==> src/common/rxo_regs.svh <==
// Purpose: Constants for the receive client stream output stage
// Assumes: Byte counts are in octets, frame length counts DA through FCS
// Notes:   Definitions only
`ifndef RXO_REGS_SVH
`define RXO_REGS_SVH

`define RXO_DATA_BYTES   8          // Lanes on the client port, 8 or 4
`define RXO_CNT_W        17         // Frame byte counter width
`define RXO_LT_W         16         // Length/type field width
`define RXO_FCS_BYTES    17'h00004  // FCS length
`define RXO_HDR_BYTES    17'h0000E  // DA, SA and length/type
`define RXO_OVH_BYTES    17'h00012  // Header plus FCS
`define RXO_LT_HI_POS    17'h0000C  // Offset of length/type upper byte
`define RXO_LT_LO_POS    17'h0000D  // Offset of length/type lower byte
`define RXO_MIN_FRAME    17'h00040  // Minimum legal frame, 64 bytes
`define RXO_LT_MIN_LEN   16'h002E   // Length values below 46 need padding
`define RXO_LT_TYPE_MIN  16'h0600   // Values from here on are types
`define RXO_VLAN_TPID    16'h8100   // Tagged frame marker
`define RXO_MAX_UNTAG    17'h005EE  // 1518 bytes
`define RXO_MAX_TAG      17'h005F2  // 1522 bytes
`define RXO_NO_LIMIT     17'h1FFFF  // No length limit in force

`endif

==> src/common/rxo_pkg.sv <==
// Purpose: Types for the receive client stream output stage
// Assumes: Used with rxo_regs.svh
// Notes:   Types only
`default_nettype none

package rxo_pkg;

   // Output sequencing state
   typedef enum logic [1:0] {
      RXO_ST_IDLE   = 2'b00,
      RXO_ST_DRAIN1 = 2'b01,
      RXO_ST_DRAIN2 = 2'b10
   } rxo_state_type;

endpackage

`default_nettype wire

==> src/logic/rxo_stream_out.sv <==
// Purpose: Presents received frames to client logic as a stream master
// Assumes: Upstream words are contiguous, lane 0 first, FCS included,
//          with at least two idle input cycles after each last word
// Notes:   No ready input; the client must take every valid transfer
`timescale 1ns/10ps
`include "rxo_regs.svh"
`default_nettype none

// What this block does
// - Client port width is 64 or 32 bits.
// - One keep bit per byte lane.
// - All client outputs driven from core clock.
// - Active low reset clears the stream path.
// - Status low on bad, high on good.
// - Lane n is bits 8n+7 down to 8n.
// - Frame data can leave with idle cycles between transfers.
// - Valid high whenever frame data is shown.
// - Keep all ones except on final transfer.
// - Final valid bytes start at lane 0.
// - Last and status only after all checks.
// - Last high for one cycle per frame.
// - Final transfer holds at least one byte.
// - Idle cycles allowed before final status.
// - Padding dropped by holding valid low.
// - Bytes past length field are padding unless FCS passed.
// - Short length field, frame not 64 bytes, is bad.
// - Status of a frame precedes next frame data.
// - Frames under 64 bytes are bad.
// - FCS failure marks frame bad.
// - Oversize frames bad unless jumbo enabled.
// - FCS passing keeps padding for client.
module rxo_stream_out #(
   parameter int DATA_BYTES = `RXO_DATA_BYTES
) (
   input  wire logic                    core_clk,
   input  wire logic                    rst_b,
   input  wire logic                    clk_en,
   // Internal receive datapath
   input  wire logic                    rx_in_valid,
   input  wire logic [DATA_BYTES*8-1:0] rx_in_data,
   input  wire logic [DATA_BYTES-1:0]   rx_in_keep,
   input  wire logic                    rx_in_last,
   input  wire logic                    rx_in_code_err,
   input  wire logic                    rx_in_fcs_good,
   // Configuration enables
   input  wire logic                    cfg_fcs_pass_en,
   input  wire logic                    cfg_len_chk_en,
   input  wire logic                    cfg_jumbo_en,
   // Client stream
   output logic [DATA_BYTES*8-1:0]      rx_axis_tdata,
   output logic [DATA_BYTES-1:0]        rx_axis_tkeep,
   output logic                         rx_axis_tvalid,
   output logic                         rx_axis_tlast,
   output logic                         rx_axis_tuser
);

   localparam int DW = DATA_BYTES * 8;
   localparam int CW = `RXO_CNT_W;
   localparam logic [CW-1:0] WBYTES = CW'(DATA_BYTES);

   // ----------------------------------------------------------------
   // State
   // ----------------------------------------------------------------
   rxo_pkg::rxo_state_type state_reg;
   rxo_pkg::rxo_state_type state_next;

   logic [DW-1:0]         s0_data_reg;
   logic [DW-1:0]         s1_data_reg;
   logic [CW-1:0]         s0_start_reg;
   logic [CW-1:0]         s1_start_reg;
   logic                  s0_vld_reg;
   logic                  s1_vld_reg;
   logic [CW-1:0]         cnt_reg;
   logic [`RXO_LT_W-1:0]  lt_reg;
   logic                  err_reg;
   logic [DW-1:0]         fin_data_reg;
   logic [DATA_BYTES-1:0] fin_keep_reg;
   logic                  fin_vld_reg;
   logic [CW-1:0]         dlim_reg;
   logic                  good_reg;

   // ----------------------------------------------------------------
   // Input word accounting
   // ----------------------------------------------------------------

   // Count of valid bytes in an input word
   function automatic logic [CW-1:0] rxo_byte_count(input logic [DATA_BYTES-1:0] k);
      logic [CW-1:0] n;
      n = '0;
      for (int i = 0; i < DATA_BYTES; i++) begin
         n = n + CW'(k[i]);
      end
      return n;
   endfunction

   wire logic            push     = clk_en & rx_in_valid & (state_reg == rxo_pkg::RXO_ST_IDLE);
   wire logic            push_end = push & rx_in_last;
   wire logic [CW-1:0]   in_bytes = rxo_byte_count(rx_in_keep);
   wire logic [CW-1:0]   total    = cnt_reg + in_bytes;
   wire logic            lt_known = cnt_reg > `RXO_LT_LO_POS;

   // Length/type byte capture, one slice per lane
   logic [7:0] lt_hi_acc [DATA_BYTES+1];
   logic [7:0] lt_lo_acc [DATA_BYTES+1];
   logic [DATA_BYTES:0] hi_hit_acc;
   logic [DATA_BYTES:0] lo_hit_acc;
   assign lt_hi_acc[0]  = 8'h00;
   assign lt_lo_acc[0]  = 8'h00;
   assign hi_hit_acc[0] = 1'b0;
   assign lo_hit_acc[0] = 1'b0;

   genvar gl;
   generate
      for (gl = 0; gl < DATA_BYTES; gl++) begin : g_lane
         wire logic [CW-1:0] pos    = cnt_reg + CW'(gl);
         wire logic          hi_hit = rx_in_keep[gl] && (pos == `RXO_LT_HI_POS);
         wire logic          lo_hit = rx_in_keep[gl] && (pos == `RXO_LT_LO_POS);
         wire logic [7:0]    lane   = rx_in_data[gl*8 +: 8];
         assign lt_hi_acc[gl+1]  = lt_hi_acc[gl] | (hi_hit ? lane : 8'h00);
         assign lt_lo_acc[gl+1]  = lt_lo_acc[gl] | (lo_hit ? lane : 8'h00);
         assign hi_hit_acc[gl+1] = hi_hit_acc[gl] | hi_hit;
         assign lo_hit_acc[gl+1] = lo_hit_acc[gl] | lo_hit;
      end
   endgenerate

   wire logic [`RXO_LT_W-1:0] lt_next = {hi_hit_acc[DATA_BYTES] ? lt_hi_acc[DATA_BYTES] : lt_reg[15:8],
                                         lo_hit_acc[DATA_BYTES] ? lt_lo_acc[DATA_BYTES] : lt_reg[7:0]};

   // ----------------------------------------------------------------
   // Delivery limits
   // ----------------------------------------------------------------

   // Bytes past the length field are padding; kept when FCS is passed
   wire logic is_len  = lt_reg < `RXO_LT_TYPE_MIN;
   wire logic is_vlan = lt_reg == `RXO_VLAN_TPID;
   wire logic [CW-1:0] len_lim = (lt_known && is_len && !cfg_fcs_pass_en) ?
                                 (CW'(lt_reg) + `RXO_HDR_BYTES) : `RXO_NO_LIMIT;

   // Final data limit at frame end: FCS stripped unless passed, never zero
   wire logic [CW-1:0] fcs_lim  = cfg_fcs_pass_en ? total :
                                  ((total > `RXO_FCS_BYTES) ? (total - `RXO_FCS_BYTES) : CW'(1));
   wire logic [CW-1:0] end_lim  = (len_lim < fcs_lim) ? len_lim : fcs_lim;

   // Frame checks, all resolved in the cycle of the last input word
   wire logic [CW-1:0] max_len  = is_vlan ? `RXO_MAX_TAG : `RXO_MAX_UNTAG;
   wire logic bad_fcs   = !rx_in_fcs_good;
   wire logic bad_short = total < `RXO_MIN_FRAME;
   wire logic bad_long  = !cfg_jumbo_en && (total > max_len);
   wire logic bad_pad   = cfg_len_chk_en && (lt_reg < `RXO_LT_MIN_LEN) &&
                          (total != `RXO_MIN_FRAME);
   wire logic bad_trunc = cfg_len_chk_en && is_len && (lt_reg >= `RXO_LT_MIN_LEN) &&
                          (total < CW'(lt_reg) + `RXO_OVH_BYTES);
   wire logic bad_code  = err_reg | rx_in_code_err;
   wire logic frame_good = !(bad_fcs | bad_short | bad_long | bad_pad | bad_trunc | bad_code);

   // ----------------------------------------------------------------
   // Word decision: which held word leaves, and against what limit
   // ----------------------------------------------------------------
   wire logic          dec_s0   = state_reg == rxo_pkg::RXO_ST_DRAIN2;
   wire logic [DW-1:0] dec_data = dec_s0 ? s0_data_reg : s1_data_reg;
   wire logic [CW-1:0] dec_st   = dec_s0 ? s0_start_reg : s1_start_reg;
   wire logic          dec_vld  = dec_s0 ? s0_vld_reg : s1_vld_reg;
   wire logic [CW-1:0] dec_lim  = (state_reg == rxo_pkg::RXO_ST_IDLE) ? len_lim : dlim_reg;
   wire logic [CW-1:0] dec_end  = dec_st + WBYTES;

   // Whole word ahead of the limit, or the word the limit falls in
   wire logic          dec_full = dec_vld && (dec_end < dec_lim);
   wire logic          dec_fin  = dec_vld && (dec_st < dec_lim) && (dec_end >= dec_lim);
   wire logic [CW-1:0] dec_cnt  = dec_lim - dec_st;

   // Final keep fills from lane 0 upward
   logic [DATA_BYTES-1:0] dec_keep;
   genvar gk;
   generate
      for (gk = 0; gk < DATA_BYTES; gk++) begin : g_keep
         assign dec_keep[gk] = CW'(gk) < dec_cnt;
      end
   endgenerate

   // ----------------------------------------------------------------
   // Sequencing
   // ----------------------------------------------------------------

   // Drain held words after the last input word, then return to idle
   always_comb begin
      state_next = state_reg;
      case (state_reg)
         rxo_pkg::RXO_ST_IDLE: begin
            if (push_end) begin
               state_next = rxo_pkg::RXO_ST_DRAIN1;
            end
         end
         rxo_pkg::RXO_ST_DRAIN1: begin
            if (fin_vld_reg || dec_fin) begin
               state_next = rxo_pkg::RXO_ST_IDLE;
            end else begin
               state_next = rxo_pkg::RXO_ST_DRAIN2;
            end
         end
         rxo_pkg::RXO_ST_DRAIN2: begin
            state_next = rxo_pkg::RXO_ST_IDLE;
         end
         default: begin
            state_next = rxo_pkg::RXO_ST_IDLE;
         end
      endcase
   end

   wire logic draining = state_reg != rxo_pkg::RXO_ST_IDLE;
   wire logic emit_fin = draining && fin_vld_reg;
   wire logic emit_end = draining && !fin_vld_reg && dec_fin;
   wire logic frame_done = clk_en && (state_next == rxo_pkg::RXO_ST_IDLE) && draining;

   // State register and two-deep hold pipeline
   always_ff @(posedge core_clk or negedge rst_b) begin
      if (!rst_b) begin
         state_reg <= rxo_pkg::RXO_ST_IDLE;
         s0_vld_reg <= 1'b0;
         s1_vld_reg <= 1'b0;
         s0_data_reg <= '0;
         s1_data_reg <= '0;
         s0_start_reg <= '0;
         s1_start_reg <= '0;
      end else if (clk_en) begin
         state_reg <= state_next;
         if (push) begin
            s1_vld_reg <= s0_vld_reg;
            s1_data_reg <= s0_data_reg;
            s1_start_reg <= s0_start_reg;
            s0_vld_reg <= 1'b1;
            s0_data_reg <= rx_in_data;
            s0_start_reg <= cnt_reg;
         end else if (frame_done) begin
            s0_vld_reg <= 1'b0;
            s1_vld_reg <= 1'b0;
         end
      end
   end

   // Per-frame counters, length field and sticky code error
   always_ff @(posedge core_clk or negedge rst_b) begin
      if (!rst_b) begin
         cnt_reg <= '0;
         lt_reg <= '0;
         err_reg <= 1'b0;
      end else if (clk_en) begin
         if (push_end) begin
            cnt_reg <= '0;
         end else if (push) begin
            cnt_reg <= total;
            lt_reg <= lt_next;
            err_reg <= err_reg | rx_in_code_err;
         end
         if (frame_done) begin
            err_reg <= 1'b0;
            lt_reg <= '0;
         end
      end
   end

   // Frame end results and the held final word
   always_ff @(posedge core_clk or negedge rst_b) begin
      if (!rst_b) begin
         dlim_reg <= '0;
         good_reg <= 1'b0;
         fin_vld_reg <= 1'b0;
         fin_data_reg <= '0;
         fin_keep_reg <= '0;
      end else if (clk_en) begin
         if (push_end) begin
            dlim_reg <= end_lim;
            good_reg <= frame_good;
         end
         if (push && dec_fin) begin
            fin_vld_reg <= 1'b1;
            fin_data_reg <= dec_data;
            fin_keep_reg <= dec_keep;
         end else if (frame_done) begin
            fin_vld_reg <= 1'b0;
         end
      end
   end

   // ----------------------------------------------------------------
   // Client outputs
   // ----------------------------------------------------------------

   // Words before the limit go out full, padding and FCS are withheld
   always_ff @(posedge core_clk or negedge rst_b) begin
      if (!rst_b) begin
         rx_axis_tvalid <= 1'b0;
         rx_axis_tlast <= 1'b0;
         rx_axis_tuser <= 1'b0;
         rx_axis_tdata <= '0;
         rx_axis_tkeep <= '0;
      end else if (clk_en) begin
         rx_axis_tlast <= 1'b0;
         rx_axis_tuser <= 1'b0;
         if (emit_fin) begin
            rx_axis_tvalid <= 1'b1;
            rx_axis_tlast <= 1'b1;
            rx_axis_tuser <= good_reg;
            rx_axis_tdata <= fin_data_reg;
            rx_axis_tkeep <= fin_keep_reg;
         end else if (emit_end) begin
            rx_axis_tvalid <= 1'b1;
            rx_axis_tlast <= 1'b1;
            rx_axis_tuser <= good_reg;
            rx_axis_tdata <= dec_data;
            rx_axis_tkeep <= dec_keep;
         end else if ((push || draining) && dec_full) begin
            rx_axis_tvalid <= 1'b1;
            rx_axis_tdata <= dec_data;
            rx_axis_tkeep <= '1;
         end else begin
            rx_axis_tvalid <= 1'b0;
         end
      end
   end

endmodule

`default_nettype wire

==> config.mk <==
export PLATFORM = sky130hd
export DESIGN_NAME = rxo_stream_out
export DESIGN_NICKNAME = d
export VERILOG_FILES = /design/src/common/rxo_pkg.sv /design/src/logic/rxo_stream_out.sv
export VERILOG_INCLUDE_DIRS = /design/src /design/src/common
export SDC_FILE = /design/constraint.sdc
export NUM_CORES = 1
export LEC_CHECK = 0
export BUFFER_PORTS_ARGS = -buffer_cell sky130_fd_sc_hd__buf_2
export CORE_MARGIN = 5
export CORE_UTILIZATION = 60
export DETAILED_ROUTE_END_ITERATION = 8
export GPL_TIMING_DRIVEN = 0
export HOLD_SLACK_MARGIN = 0.1
export PLACE_DENSITY = 0.79
export SYNTH_ARGS = -nofsm -noshare
export SYNTH_HDL_FRONTEND = slang
export SYNTH_SLANG_ARGS = --single-unit
==> constraint.sdc <==
create_clock -name core_clk -period 8.4 [get_ports core_clk]
set_clock_uncertainty 0.1 [all_clocks]
set_input_delay 1.26 -clock core_clk [delete_from_list [all_inputs] [get_ports core_clk]]
set_output_delay 1.26 -clock core_clk [all_outputs]
set_load 0.005 [all_outputs]
==> Implementation_results.wiki <==
{| class="wikitable"
! Metric !! Value
|-
| Run status || completed
|-
| Ys Warns || 0
|-
| Largest net degree at the start of global routing || 120
|-
| Seq cells post-synth || 366
|-
| Wire length of the first global-routing pass || about 110 mm
|-
| Fmax achieved || 125 MHz
|-
| Clock share of power || a little under a quarter
|-
| Number of buffers inserted for hold repair after clock tree synthesis || 0
|-
| Vertical die dimension || 202 um
|-
| Area share of the largest cell type after synthesis || 41.4%
|-
| Static leakage power || 0.0120 uW
|-
| Switching part of the total power || 40.4%
|-
| Switching power || about 3000 uW
|-
| Count of vias placed by the detailed router || approximately 21000
|-
| Highest-count cells in the layout ignoring fill and taps || sky130_fd_sc_hd__nand2_1, sky130_fd_sc_hd__dfrtp_1, sky130_fd_sc_hd__o21ai_0
|-
| Ports placed on the boundary || 157
|-
| Combinational share of power || 42.9%
|-
| Die outline area || 40800 um^2
|-
| Relative slew margins || 13.4%
|-
| Area leader, netlist || sky130_fd_sc_hd__dfrtp_1
|-
| Cell internal power dissipation || 4370 uW
|-
| Crit path time final || approximately 8.0 ns
|-
| Post-synthesis instance area || roughly 22000 um^2
|-
| Worst setup SP type || primary input
|-
| Maximum fanout along the worst path || 10
|-
| Last weighted congestion value of the routability-driven placer || roughly 1.0
|-
| Largest cells by area after synthesis || sky130_fd_sc_hd__dfrtp_1, sky130_fd_sc_hd__nand2_1, sky130_fd_sc_hd__ha_1
|-
| Start of the worst register-to-register path || cnt_reg[0]$_DFFE_PN0P_
|-
| Number of enable flip-flop cells after synthesis || 0
|-
| Power after layout || 7330 uW
|-
| Synthesized area per cell || 8.37 um^2
|-
| Horizontal die dimension || 202 um
|-
| Rows || 70
|-
| Deepest clock path buffer count || 3
|-
| Fraction of layout instances using a drive strength above 1 || between 10% and 20%
|-
| Number of nets in the layout || 3015
|-
| Maximum capacitance violations || 0
|-
| Placed wire-length estimate after detailed placement || between 50 and 60 mm
|-
| Clock latency on the worst-skew pair || 0.54 ns
|-
| Power density of the placed cells || 294 nW/um^2
|-
| Total track usage || 34.9%
|-
| Effective utilization at floorplan || 60.6%
|-
| DRT iter0 DRCs || 2450
|-
| Number of remaining DRC errors || 0
|-
| Root buffer cell || sky130_fd_sc_hd__clkbuf_16
|-
| Via density per instance || between 6 and 7
|-
| Remaining global-route overflow || 0
|-
| Reg clk slew, reported paths || 0.05 ns
|-
| Dominant register cell in the synthesized netlist || sky130_fd_sc_hd__dfrtp_1
|-
| Post-Place Setup Slack || -1.31 ns
|-
| Number of max-slew violations in the final report || 0
|-
| Sequential share of power || 34.4%
|-
| Count of endpoints failing hold in the final timing report || 0
|-
| Worst supply voltage drop on vdd || ~0.36 mV
|-
| Count of nets left with antenna violations after detail routing || 0
|-
| Port buffer count || 154
|-
| Number of setup violations in the final report || 0
|-
| H-tree levels || 2
|-
| Most frequent standard cell in the layout excluding fill and tap cells || sky130_fd_sc_hd__nand2_1
|-
| Worst Min Path Start || rx_axis_tdata[43]$_DFFE_PN0P_
|-
| Worst setup slack after layout || 0.376 ns
|-
| CORE AREA || 36500 um^2
|-
| Crit Path Class || primary input to flop
|-
| Portion of the clock cycle consumed by the worst path in the final layout || 95.5%
|-
| Number of global-route vias before repair || between 20000 and 25000
|-
| WL per Instance || 21.7 um
|-
| Core utilization of the finished layout || 68.2%
|-
| Measured slew at the worst slew-check pin || 1.29 ns
|-
| Data arrival time at the worst-slack endpoint || 8.32 ns
|-
| Detailed-routing iteration count for the pre-antenna-repair pass || 9
|-
| Share of async-settable or async-resettable flops after synthesis || 100%
|-
| Total detailed-routing wirelength || 72.6 mm
|-
| Worst EP required || 8.70 ns
|-
| Number of antenna violations at the first check in global routing || 2
|-
| Nets in the synthesized netlist || approximately 2800
|-
| Clock buffer count from CTS || 40
|-
| CTS tree || built
|-
| Startpoint of the most critical setup path || rx_in_keep[0]
|-
| Post-route setup TNS || 0 ns
|-
| Number of sinks on the clock net || between 300 and 400
|-
| Area added between synthesis and finish || 12.5%
|-
| Share of synthesized area occupied by flip-flops and latches || 41.4%
|-
| Worst Setup End Kind || flop
|-
| Hold Path Class || flop to flop
|-
| Gate count after technology mapping || 2642
|-
| Setup repair after global routing missed its margin || no
|-
| Count of different cell masters after synthesis || 93
|}
## routing by layer
metal	track usage [%]	up-vias	wire [um]
li1	-	9552	-
met1	46.7	10100	29700
met2	56.3	996	33300
met3	5.49	230	5630
met4	15.9	2	3930
met5	0	-	13
## cell type report
type                            instances  area (um^2)
Multi-Input combinational cell       2020        11900
Fill cell                            3004        11600
Sequential cell                       366         9160
Clock buffer                           56         1100
Timing Repair Buffer                  159          878
Buffer                                165          766
Tap cell                              468          586
Inverter                               91          342
Clock inverter                         12          116
Antenna cell                            2         5.00
## kinds of logic after synthesis
group	Yosys count	synth area share (%)
AND/OR/NAND/NOR	1162	23.2
XOR/XNOR	79	3.20
adder cells (fa/ha/maj)	91	5.34
AO/OA/AOI/OAI	591	17.5
buffers and inverters	256	5.00
flip-flops	366	41.4
multiplexers	97	4.44
## worst max-delay path, stage by stage
cell and delay (ns):
sky130_fd_sc_hd__buf_2 0.13, sky130_fd_sc_hd__fa_1 0.53, sky130_fd_sc_hd__inv_1 0.05, sky130_fd_sc_hd__fa_1 0.50, sky130_fd_sc_hd__fa_1 0.43, sky130_fd_sc_hd__fa_1 0.42, sky130_fd_sc_hd__fa_1 0.44, sky130_fd_sc_hd__nand2b_1 0.26
sky130_fd_sc_hd__a21oi_4 0.31, sky130_fd_sc_hd__nand2_1 0.15, sky130_fd_sc_hd__xnor2_2 0.32, sky130_fd_sc_hd__nand4_2 0.28, sky130_fd_sc_hd__nor4_4 0.43, sky130_fd_sc_hd__nand2_2 0.19, sky130_fd_sc_hd__o21ai_2 0.15, sky130_fd_sc_hd__ha_1 0.28
sky130_fd_sc_hd__a21o_1 0.18, sky130_fd_sc_hd__a21o_1 0.17, sky130_fd_sc_hd__a21o_1 0.17, sky130_fd_sc_hd__a21o_1 0.17, sky130_fd_sc_hd__a21o_1 0.17, sky130_fd_sc_hd__a21o_1 0.20, sky130_fd_sc_hd__a221oi_4 0.39, sky130_fd_sc_hd__inv_1 0.12
sky130_fd_sc_hd__nor2_1 0.32, sky130_fd_sc_hd__buf_6 0.20, sky130_fd_sc_hd__o311ai_1 0.09
## Yosys cell counts, types with 17 or more instances
master and n:
sky130_fd_sc_hd__buf_2 43, sky130_fd_sc_hd__mux2i_1 88, sky130_fd_sc_hd__a31o_2 20, sky130_fd_sc_hd__nand3_1 47
sky130_fd_sc_hd__inv_1 88, sky130_fd_sc_hd__a21oi_1 134, sky130_fd_sc_hd__clkbuf_1 92, sky130_fd_sc_hd__o21ai_0 198
sky130_fd_sc_hd__nor2_1 177, sky130_fd_sc_hd__a21o_1 30, sky130_fd_sc_hd__nor2b_1 20, sky130_fd_sc_hd__a22oi_1 17
sky130_fd_sc_hd__nand2_1 713, sky130_fd_sc_hd__nand4_1 33, sky130_fd_sc_hd__a222oi_1 33, sky130_fd_sc_hd__dfrtp_1 366
sky130_fd_sc_hd__nor3_1 43, sky130_fd_sc_hd__and3_1 18, sky130_fd_sc_hd__xnor2_1 47, sky130_fd_sc_hd__xor2_1 30
sky130_fd_sc_hd__ha_1 84
## metrics by stage
stage	std cells	cell area [um^2]	hold slack (ns)
CTS	3335	24800	0.375
global placement	3264	23500	0.356
detailed placement	3267	23600	0.362
global route	3338	24900	0.388
floorplan	2642	22100	0.345
finish	3339	24900	0.372
## timing repair
| action | CTS | global route |
|---|---|---|
| pin swaps | 0 | 2 |
| gates resized for setup | 9 | 6 |
| setup endpoints to repair | 17 | 17 |
| buffers inserted | 0 | 2 |
## final timing paths
path,end,slack [ns],depth (start not counted)
max in group asynchronous,s1_data_reg[53]$_DFFE_PN0P_,6.35,3
min in group asynchronous,rx_axis_tdata[29]$_DFFE_PN0P_,0.56,1
hold / removal,rx_axis_tdata[43]$_DFFE_PN0P_,0.37,2
setup / recovery,dlim_reg[15]$_DFFE_PN0P_,0.38,27
setup reg to reg,dlim_reg[15]$_DFFE_PN0P_,0.67,26
hold reg to reg,rx_axis_tdata[43]$_DFFE_PN0P_,0.37,2
## power groups by stage
stage               Sequential [uW]  Combinational [uW]  Clock (uW)
CTS                            2510                3080        1680
finish                         2520                3150        1660
global placement               2510                2930           0
global route                   2570                3520        1750
floorplan                      2470                2080           0
detailed placement             2530                3030           0
Power figures use the tool's default switching activity.
